===== src/logic/rtcf_pkg.sv =====
package rtcf_pkg;
  // register byte offsets, one aligned 32-bit word each
  localparam logic [7:0] OFF_FLAGS = 8'h00;
  localparam logic [7:0] OFF_ENABLE = 8'h04;
  localparam logic [7:0] OFF_CTRL = 8'h08;
  localparam logic [7:0] OFF_STATUS = 8'h0C;
  localparam logic [7:0] OFF_SEC = 8'h10;
  localparam logic [7:0] OFF_MIN = 8'h14;
  localparam logic [7:0] OFF_HOUR = 8'h18;
  localparam logic [7:0] OFF_DOW = 8'h1C;
  localparam logic [7:0] OFF_CLEAR = 8'h20;

  // event bit positions, shared by flags, enables and clear
  localparam int unsigned EV_WRAP = 7;
  localparam int unsigned EV_WEEK = 6;
  localparam int unsigned EV_DAY = 5;
  localparam int unsigned EV_HOUR = 4;
  localparam int unsigned EV_MIN = 3;
  localparam int unsigned EV_SEC = 2;
  localparam int unsigned EV_HALF = 1;
  localparam int unsigned EV_QUARTER = 0;

  // control and status fields
  localparam int unsigned CTRL_RUN = 0;
  localparam int unsigned CTRL_FREE = 1;
  localparam int unsigned STATUS_BUSY = 0;

  // reset values of control state
  localparam logic [7:0] FLAGS_RESET = 8'h00;
  localparam logic [7:0] ENABLE_RESET = 8'h00;
  localparam logic [1:0] CTRL_RESET = 2'h0;
  localparam logic [1:0] QCNT_RESET = 2'h0;

  // calendar limits
  localparam logic [5:0] SEC_MAX = 6'h3B;
  localparam logic [5:0] MIN_MAX = 6'h3B;
  localparam logic [4:0] HOUR_MAX = 5'h17;
  localparam logic [2:0] DOW_MAX = 3'h6;
  localparam logic [1:0] QCNT_LAST = 2'h3;
  localparam logic [7:0] FRC_MAX = 8'hFF;

  // timing
  localparam int unsigned CLK_PERIOD_NS = 8;
  localparam int unsigned QUARTER_NS = 250000000;
  localparam int unsigned BUSY_NS = 62500000;
  localparam int unsigned QUARTER_CYC = QUARTER_NS / CLK_PERIOD_NS;
  localparam int unsigned BUSY_CYC = BUSY_NS / CLK_PERIOD_NS;
  localparam int unsigned FRC_DIV = 256;
endpackage


===== src/logic/rtcf_core.sv =====
// Added by the designer: the register offsets and the Wishbone slave port.
`timescale 1ns/1ps
// Behaviour
// RULE1 - flags stay set after an event; interrupt acceptance never clears them
// RULE2 - writing 0 clears a set flag; writing 1 leaves it unchanged
// RULE3 - bit 7 flag sets when the 8-bit free counter wraps
// RULE4 - bits 6..0: week, day, hour, minute, second, half, quarter flags
// RULE5 - weekly event fires when day-of-week becomes 0
// RULE6 - daily event fires whenever day-of-week advances
// RULE7 - hourly and minute events fire when hour or minute advance
// RULE8 - one-second event fires whenever seconds advance
// RULE9 - periodic events every 0.5 s and every 0.25 s
// RULE10 - eight sources, each with own flag and own enable
// RULE11 - time registers survive every reset; undefined after power-up
// RULE12 - busy rises at update start, time written 62.5 ms later, busy falls; here busy falls one cycle before the time write
// RULE13 - polling software waits for busy falling before reading time
// RULE14 - interrupt software checks flag set and busy low before reading
// RULE15 - software may read time twice and accept only matching passes
// RULE16 - software initialises clock registers before system interrupt enable
// RULE17 - enable register: wrap bit 7 down to quarter bit 0
// RULE18 - free mode disables clock and runs an 8-bit free counter
// RULE19 - irq high while any flag and its enable are both set
module rtcf_core #(
  parameter int unsigned QUARTER_CYC = rtcf_pkg::QUARTER_CYC,
  parameter int unsigned BUSY_CYC = rtcf_pkg::BUSY_CYC,
  parameter int unsigned FRC_DIV = rtcf_pkg::FRC_DIV
) (
  input wire logic clk_i,
  input wire logic rst_i,
  input wire logic wb_cyc_i,
  input wire logic wb_stb_i,
  input wire logic wb_we_i,
  input wire logic [7:0] wb_adr_i,
  input wire logic [3:0] wb_sel_i,
  input wire logic [31:0] wb_dat_i,
  output logic [31:0] wb_dat_o,
  output logic wb_ack_o,
  output logic irq_o,
  output logic update_in_progress_o
);
  ////////////////////////////////////////////////////////////////////////
  // elaboration checks
  if (BUSY_CYC == 0 || BUSY_CYC >= QUARTER_CYC) begin : g_bad_busy
    $error("busy window must be nonzero and shorter than a quarter");
  end

  ////////////////////////////////////////////////////////////////////////
  // declarations
  logic ack;
  logic next_ack;
  logic [31:0] rdat;
  logic [31:0] next_rdat;
  logic [7:0] clock_event_flags;
  logic [7:0] next_flags;
  logic [7:0] irq_en;
  logic [7:0] next_irq_en;
  logic [1:0] ctrl;
  logic [1:0] next_ctrl;
  logic [1:0] qcnt;
  logic [1:0] next_qcnt;
  logic [5:0] sec;
  logic [5:0] next_sec;
  logic [5:0] min;
  logic [5:0] next_min;
  logic [4:0] hour;
  logic [4:0] next_hour;
  logic [2:0] dow;
  logic [2:0] next_dow;
  logic [7:0] frc;
  logic [7:0] next_frc;
  logic [7:0] ev;
  logic [7:0] clr;
  logic q_tick;
  logic f_tick;
  logic [31:0] q_phase;
  logic busy;
  logic req;
  logic wr;
  logic run;
  logic free_mode;

  // register decode, used by every write and read path
  function automatic logic hit(input logic [7:0] adr, input logic [7:0] off);
    hit = (adr[7:2] == off[7:2]);
  endfunction

  assign req = wb_cyc_i & wb_stb_i & ~ack;
  assign wr = req & wb_we_i & wb_sel_i[0];
  assign run = ctrl[rtcf_pkg::CTRL_RUN];
  assign free_mode = ctrl[rtcf_pkg::CTRL_FREE];

  ////////////////////////////////////////////////////////////////////////
  // time bases: quarter-second for the clock, prescaler for free mode
  rtcf_tick_gen #(
    .PERIOD(QUARTER_CYC)
  ) u_quarter (
    .clk_i(clk_i),
    .rst_i(rst_i),
    .en_i(run & ~free_mode), // RULE18
    .tick_o(q_tick),
    .phase_o(q_phase)
  );

  rtcf_tick_gen #(
    .PERIOD(FRC_DIV)
  ) u_prescale (
    .clk_i(clk_i),
    .rst_i(rst_i),
    .en_i(run & free_mode), // RULE18
    .tick_o(f_tick),
    .phase_o()
  );

  // busy covers the last stretch before the second boundary write
  assign busy = run & ~free_mode & (qcnt == rtcf_pkg::QCNT_LAST) &
    (q_phase >= 32'(QUARTER_CYC - BUSY_CYC)); // RULE12

  ////////////////////////////////////////////////////////////////////////
  // calendar chain and event pulses
  always_comb begin
    next_qcnt = qcnt;
    next_sec = sec;
    next_min = min;
    next_hour = hour;
    next_dow = dow;
    next_frc = frc;
    ev = 8'h00;
    if (q_tick) begin
      next_qcnt = qcnt + 2'h1;
      ev[rtcf_pkg::EV_QUARTER] = 1'b1; // RULE9
      ev[rtcf_pkg::EV_HALF] = qcnt[0]; // RULE9
      if (qcnt == rtcf_pkg::QCNT_LAST) begin
        // second boundary: busy already dropped one cycle before the new time lands
        ev[rtcf_pkg::EV_SEC] = 1'b1; // RULE8 RULE12
        if (sec >= rtcf_pkg::SEC_MAX) begin
          next_sec = 6'h00;
          ev[rtcf_pkg::EV_MIN] = 1'b1; // RULE7
          if (min >= rtcf_pkg::MIN_MAX) begin
            next_min = 6'h00;
            ev[rtcf_pkg::EV_HOUR] = 1'b1; // RULE7
            if (hour >= rtcf_pkg::HOUR_MAX) begin
              next_hour = 5'h00;
              ev[rtcf_pkg::EV_DAY] = 1'b1; // RULE6
              if (dow >= rtcf_pkg::DOW_MAX) begin
                next_dow = 3'h0;
                ev[rtcf_pkg::EV_WEEK] = 1'b1; // RULE5
              end else begin
                next_dow = dow + 3'h1;
              end
            end else begin
              next_hour = hour + 5'h01;
            end
          end else begin
            next_min = min + 6'h01;
          end
        end else begin
          next_sec = sec + 6'h01;
        end
      end
    end
    if (f_tick) begin
      next_frc = frc + 8'h01;
      ev[rtcf_pkg::EV_WRAP] = (frc == rtcf_pkg::FRC_MAX); // RULE3
    end
    // software writes set the time; they win over a same-cycle advance
    if (wr && hit(wb_adr_i, rtcf_pkg::OFF_SEC)) begin
      if (free_mode) begin
        next_frc = wb_dat_i[7:0];
      end else begin
        next_sec = wb_dat_i[5:0];
      end
    end
    if (wr && hit(wb_adr_i, rtcf_pkg::OFF_MIN)) begin
      next_min = wb_dat_i[5:0];
    end
    if (wr && hit(wb_adr_i, rtcf_pkg::OFF_HOUR)) begin
      next_hour = wb_dat_i[4:0];
    end
    if (wr && hit(wb_adr_i, rtcf_pkg::OFF_DOW)) begin
      next_dow = wb_dat_i[2:0];
    end
  end

  // time registers carry no reset so they survive any system reset
  always_ff @(posedge clk_i) begin
    sec <= next_sec; // RULE11
    min <= next_min;
    hour <= next_hour;
    dow <= next_dow;
    frc <= next_frc;
  end

  ////////////////////////////////////////////////////////////////////////
  // sticky flags: set wins over a clear in the same cycle
  for (genvar i = 0; i < 8; i++) begin : g_flag
    assign clr[i] =
      (wr && hit(wb_adr_i, rtcf_pkg::OFF_FLAGS) && !wb_dat_i[i] &&
       clock_event_flags[i]) || // RULE2
      (wr && hit(wb_adr_i, rtcf_pkg::OFF_CLEAR) && wb_dat_i[i]);
    assign next_flags[i] =
      ev[i] | (clock_event_flags[i] & ~clr[i]); // RULE1 RULE4 RULE10
  end

  ////////////////////////////////////////////////////////////////////////
  // control registers
  always_comb begin
    next_irq_en = irq_en;
    next_ctrl = ctrl;
    if (wr && hit(wb_adr_i, rtcf_pkg::OFF_ENABLE)) begin
      next_irq_en = wb_dat_i[7:0]; // RULE17
    end
    if (wr && hit(wb_adr_i, rtcf_pkg::OFF_CTRL)) begin
      next_ctrl = wb_dat_i[1:0];
    end
  end

  always_ff @(posedge clk_i) begin
    if (rst_i) begin
      clock_event_flags <= rtcf_pkg::FLAGS_RESET;
      irq_en <= rtcf_pkg::ENABLE_RESET;
      ctrl <= rtcf_pkg::CTRL_RESET;
      qcnt <= rtcf_pkg::QCNT_RESET;
    end else begin
      clock_event_flags <= next_flags;
      irq_en <= next_irq_en;
      ctrl <= next_ctrl;
      qcnt <= next_qcnt;
    end
  end

  ////////////////////////////////////////////////////////////////////////
  // wishbone read path and acknowledge; unmapped reads return zero
  always_comb begin
    next_ack = req;
    next_rdat = rdat;
    if (req && !wb_we_i) begin
      next_rdat = 32'h00000000;
      if (hit(wb_adr_i, rtcf_pkg::OFF_FLAGS)) begin
        next_rdat[7:0] = clock_event_flags;
      end else if (hit(wb_adr_i, rtcf_pkg::OFF_ENABLE)) begin
        next_rdat[7:0] = irq_en;
      end else if (hit(wb_adr_i, rtcf_pkg::OFF_CTRL)) begin
        next_rdat[1:0] = ctrl;
      end else if (hit(wb_adr_i, rtcf_pkg::OFF_STATUS)) begin
        next_rdat[rtcf_pkg::STATUS_BUSY] = busy; // RULE12
      end else if (hit(wb_adr_i, rtcf_pkg::OFF_SEC)) begin
        next_rdat[7:0] = free_mode ? frc : {2'h0, sec}; // RULE18
      end else if (hit(wb_adr_i, rtcf_pkg::OFF_MIN)) begin
        next_rdat[5:0] = min;
      end else if (hit(wb_adr_i, rtcf_pkg::OFF_HOUR)) begin
        next_rdat[4:0] = hour;
      end else if (hit(wb_adr_i, rtcf_pkg::OFF_DOW)) begin
        next_rdat[2:0] = dow;
      end
    end
  end

  always_ff @(posedge clk_i) begin
    if (rst_i) begin
      ack <= 1'b0;
      rdat <= 32'h00000000;
    end else begin
      ack <= next_ack;
      rdat <= next_rdat;
    end
  end

  ////////////////////////////////////////////////////////////////////////
  // outputs
  assign wb_ack_o = ack;
  assign wb_dat_o = rdat;
  assign irq_o = |(clock_event_flags & irq_en); // RULE19
  assign update_in_progress_o = busy;
endmodule // rtcf_core


===== src/logic/rtcf_tick_gen.sv =====
`timescale 1ns/1ps
module rtcf_tick_gen #(
  parameter int unsigned PERIOD = 256
) (
  input wire logic clk_i,
  input wire logic rst_i,
  input wire logic en_i,
  output logic tick_o,
  output logic [31:0] phase_o
);
  logic [31:0] count;
  logic [31:0] next_count;
  logic next_tick;
  logic tick;

  if (PERIOD < 2) begin : g_bad
    $error("tick period must be at least two cycles");
  end

  // counter holds while disabled so a stop does not lose the phase
  always_comb begin
    next_count = count;
    next_tick = 1'b0;
    if (en_i) begin
      if (count == 32'(PERIOD - 1)) begin
        next_count = 32'h00000000;
        next_tick = 1'b1;
      end else begin
        next_count = count + 32'h00000001;
      end
    end
  end

  always_ff @(posedge clk_i) begin
    if (rst_i) begin
      count <= 32'h00000000;
      tick <= 1'b0;
    end else begin
      count <= next_count;
      tick <= next_tick;
    end
  end

  assign tick_o = tick;
  assign phase_o = count;
endmodule // rtcf_tick_gen

===== config.mk =====
export PLATFORM = sky130hd
export DESIGN_NAME = rtcf_core
export DESIGN_NICKNAME = d
export VERILOG_FILES = /design/src/logic/rtcf_pkg.sv /design/src/logic/rtcf_core.sv /design/src/logic/rtcf_tick_gen.sv
export SDC_FILE = /design/constraint.sdc
export NUM_CORES = 1
export LEC_CHECK = 0
export BUFFER_PORTS_ARGS = -buffer_cell sky130_fd_sc_hd__buf_2
export CORE_UTILIZATION = 50
export CTS_BUF_LIST = sky130_fd_sc_hd__clkbuf_16
export CTS_CLUSTER_SIZE = 20
export DETAILED_ROUTE_END_ITERATION = 10
export GPL_ROUTABILITY_DRIVEN = 0
export HOLD_SLACK_MARGIN = 0.06
export PLACE_DENSITY_LB_ADDON = 0.25
export SLEW_MARGIN = 20
export SYNTH_ARGS = -nofsm -noshare
export SYNTH_HDL_FRONTEND = slang
export SYNTH_SLANG_ARGS = --single-unit

===== constraint.sdc =====
create_clock -name clk_i -period 4.6 [get_ports clk_i]
set_input_delay 0.46 -clock clk_i [delete_from_list [all_inputs] [get_ports clk_i]]
set_output_delay 0.46 -clock clk_i [all_outputs]
set_load 0.02 [all_outputs]

==> metrics.md <==
| Metric | Value |
|---|---|
| Via count of the first global-routing pass | 5,045 |
| Ratio of final minimum period to clock period | 0.657 |
| Total track usage | 0.233 |
| Share of layout cells above drive strength 1 | 0.102 |
| Rel. slew slack | 0.426 |
| Post-route setup slack | 1.58 ns |
| Vias | 5,505 |
| Cells along the critical path | nor2b_1, nand3_1, or4_1, or4_1, a21oi_1 |
| Post-synth EDFFs | 14 |
| Kind of capture point of the worst setup path | flip-flop |
| Floorplan Core Area | 12,600 sq um |
| Met1 WL | 6820 um |
| Layout overhead on the synthesized area | 11.0% |
| Congestion Overflow GR | 0 |
| Pin count of the biggest net entering global routing | 36 |
| Sequential element share of the synthesized area | 0.403 |
| Number of failing hold endpoints at the final stage | 0 |
| Worst skew pair latency | 0.42 ns |
| I/O Buffers | 30 |
| Total standard cell area after synthesis | 6460 sq um |
| Startpoint type of the worst setup path | flip-flop |
| Share of cell area taken by muxes after synthesis | 0.0453 |
| Combined flip-flop and latch cell area | 2600 sq um |
| Largest clock skew in the final design | 0.00487 ns |
| Number of CTS-inserted buffers | 17 |
| Final setup violation count | 0 |
| Required time of the critical path | 4.95 ns |
| CTS max path bufs | 2 |
| Detailed-placement wirelength estimate | 10,100 um |
| Floorplan die area | 13,400 sq um |
| Largest family of logic cells by synthesized area | simple AND/OR/NAND/NOR gates |
| Vert. Die Dim | 116 um |
| Instance count of the mapped netlist | 772 |
| Maximum level of the CTS H-tree | 4 |
| Max-Cap Viols | 0 |
| Worst endpoint data arrival time | 3.37 ns |
| Number of antenna repair diodes | 0 |
| Worst R2R End | u_quarter.phase_o[24] |
| Multi-input combinational cell area | 3530 sq um |
| Post-synthesis area per instance | 8.36 sq um |
| Master cell of the clock root buffer | sky130_fd_sc_hd__clkbuf_16 |
| Largest stage delay on the critical path | 0.81 ns |
| Simple-Gate Fraction of Synth Area | 0.265 |
| Maximum fanout encountered on the critical timing path | 17 |
| Sinks on Clock Net | 123 |
| Power per cell area | 345 nW/um^2 |
| Number of nets with antenna violations after detailed routing | 0 |
| Top-level I/O count | 84 |
| Launch instance of the worst register-to-register path | ctrl[1] |
| Register-to-register path setup slack | 1.58 ns |
| Detailed-route wire length per cell | 15.1 um |
| Fin crit period | 3.02 ns |
| Filler cell count in the final layout | 1,175 |
| Number of rows created at floorplan | 41 |
| Iteration count of the initial detailed-routing pass | 5 |
| Final count of pins violating max slew | 0 |
| Highest clock rate | 331 MHz |
| Buf+Inv Stages, Crit Path | 0 |
| Total Nets Final | 840 |
| Most common flop cell mapped by yosys | sky130_fd_sc_hd__dfxtp_1 |
| Sum of routed wire length over all layers | 14,600 um |
| Number of distinct library cells after synthesis | 55 |
| Cells on worst reg2reg path | 5 |
| Slowest-stage cell, CP | sky130_fd_sc_hd__or4_1 |
| Number of design rule violations left after detail routing | 0 |
| Post-cts repair resize count | 0 |
| Run status | finished, final reports clean |
| Hold Path Class | primary input to flip-flop |
| Post-CTS clock slew at the launch and capture registers of the worst setup and hold paths | 0.06 ns |
| Number of buffers inserted by hold repair at cts | 0 |
| Setup total negative slack | 0 ns |
| Measured slew at the worst slew-check pin | 0.853 ns |
| Leak | 2.44 nW |
| Peak VDD IR | 0.000289 V |
| Post-synthesis xor/xnor area fraction | 0.0800 |
| Cell mode on critical path | sky130_fd_sc_hd__or4_1 |
| Wire length of the first global-routing pass | 24,200 um |
| Yosys Warn Count | 0 |
| Arithmetic-cell share of the synthesized area counting full adders, half adders and majority gates | 0.0174 |
| Complex-gate fraction of the synthesized area | 0.124 |
| Initial antenna violation count | 0 |
| Start-to-end type of the worst setup path | flip-flop to flip-flop |
| Routed length on met2 | 6950 um |
| Detailed-routed wire length on met3 | 564 um |
| Starting Density | 0.512 |
| Cell family contributing the most delay on the critical path | simple AND/OR/NAND/NOR gates |
| Setup repair after global routing missed its margin | no |
| Number of stages on the worst hold path | 3 |
| Hold path endpoint | irq_en[6] |
| Launch point of the worst hold path | wb_dat_i[6] |
| Highest routed layer | met4 |
| Fraction of synthesis flops using an asynchronous set or reset pin | 0 |
| Average vias per placed instance | 5.69 |
| CTS tree | yes |
| Minimum setup slack after placement | 1.60 ns |
| Horizontal die dimension | 116 um |
| Count of buffers added by post-CTS timing repair for setup | 0 |
| Synthesized flop and latch total | 123 |
| DRC violation total after the first TritonRoute iteration | 424 |
cells by family after synthesis:
| group | count (synthesis) |
|---|---|
| AO/OA/AOI/OAI | 128 |
| buffers and inverters | 85 |
| adder cells (fa/ha/maj) | 9 |
| AND/OR/NAND/NOR | 341 |
| multiplexers | 26 |
| other | 1 |
| XOR/XNOR | 59 |
| flip-flops | 123 |
worst max-delay path by stage:
stage                                       end  slack (ns)                  from  cells past startpoint
after floorplan           u_quarter.phase_o[24]        2.46  u_quarter.phase_o[9]                      6
after global placement    u_quarter.phase_o[24]        1.67               ctrl[1]                      5
after detailed placement  u_quarter.phase_o[24]        1.60               ctrl[1]                      5
after CTS                 u_quarter.phase_o[24]        1.56               ctrl[1]                      5
after global routing       u_quarter.phase_o[0]        1.25               ctrl[1]                      5
final                     u_quarter.phase_o[24]        1.58               ctrl[1]                      5
where the power goes:
part / total, mW / switching [mW] / internal, mW
sequential: 1.10 / 0.00989 / 1.09
clock: 1.27 / 0.476 / 0.795
combinational: 0.102 / 0.0730 / 0.0293
total: 2.48 / 0.559 / 1.92
cell type report:
cell class / count / area share
multi-input combinational: 587 / 0.492
timing repair buffer: 33 / 0.0241
tap: 172 / 0.0300
clock buffer: 19 / 0.0663
inverter: 20 / 0.0105
clock inverter: 13 / 0.0136
sequential: 123 / 0.363
worst min-delay path, cell delays in order:
cell                      delay, ns
sky130_fd_sc_hd__buf_2         0.13
sky130_fd_sc_hd__mux2i_1       0.08
sky130_fd_sc_hd__nor2_1        0.07
registers in the layout, indices dropped and copies added, names as in the netlist, 2 cells and up:
name	cells
clock_event_flags	8
min	6
hour	5
ctrl	2
u_prescale.phase_o	32
qcnt	2
dow	3
frc	8
wb_dat_o	8
irq_en	8
sec	6
u_quarter.phase_o	32
metal layers:
metal | vias to the layer above | global-route usage
met3 | 24 | 0.0612
met2 | 133 | 0.376
met1 | 2628 | 0.302
li1 | 2720 | -
met4 | 0 | 0.0803
met5 | - | 0
cell usage in the layout (no fill, tap or decap), types with 14 or more instances in the layout:
cell                        Yosys  final
sky130_fd_sc_hd__dfxtp_1      109    109
sky130_fd_sc_hd__nor2_1        97     97
sky130_fd_sc_hd__nand2_1       79     79
sky130_fd_sc_hd__a21oi_1       45     45
sky130_fd_sc_hd__xnor2_1       42     42
sky130_fd_sc_hd__nand3_1       32     32
sky130_fd_sc_hd__o21ai_0       30     30
sky130_fd_sc_hd__buf_2          4     30
sky130_fd_sc_hd__nor4_1        24     24
sky130_fd_sc_hd__conb_1         1     24
sky130_fd_sc_hd__inv_1         20     21
sky130_fd_sc_hd__clkbuf_16      0     19
sky130_fd_sc_hd__mux2i_1       18     18
sky130_fd_sc_hd__or3_1         18     18
sky130_fd_sc_hd__nand4_1       17     17
sky130_fd_sc_hd__xor2_1        17     17
sky130_fd_sc_hd__nor3_1        15     15
sky130_fd_sc_hd__edfxtp_1      14     14
Yosys cell counts, drive strengths merged (2+ instances only):
library cell	instances	area share
a211oi	5	0.0058
a21oi	45	0.035
a221oi	5	0.0068
a22oi	7	0.0081
a311oi	3	0.0041
a32oi	2	0.0027
and2	10	0.0097
and3	7	0.0068
and4	7	0.0095
and4b	3	0.0047
buf	29	0.032
clkbuf	36	0.021
dfxtp	109	0.34
edfxtp	14	0.065
ha	9	0.017
inv	20	0.012
mux2	6	0.010
mux2i	18	0.028
mux4	2	0.0070
nand2	79	0.046
nand2b	4	0.0039
nand3	32	0.025
nand3b	2	0.0023
nand4	18	0.020
nor2	97	0.056
nor2b	4	0.0039
nor3	15	0.012
nor3b	3	0.0035
nor4	24	0.023
nor4b	3	0.0041
nor4bb	2	0.0031
o2111ai	2	0.0027
o211ai	8	0.0093
o21ai	30	0.023
o31ai	13	0.015
or2	7	0.0068
or3	18	0.017
or4	4	0.0047
xnor2	42	0.057
xor2	17	0.023
stage by stage:
stage	total power [mW]	utilization	hold slack, ns	cells	cell area, sq um
2_1_floorplan	1.21	-	0.445	795	6540
3_3_place_gp	1.22	0.523	0.455	935	6600
3_5_place_dp	1.23	0.523	0.469	935	6600
4_1_cts	2.49	0.568	0.339	967	7170
5_1_grt	2.55	0.568	0.356	967	7170
6_report	2.48	0.568	0.349	967	7170
Note: power is estimated with default switching activity, not from simulation.
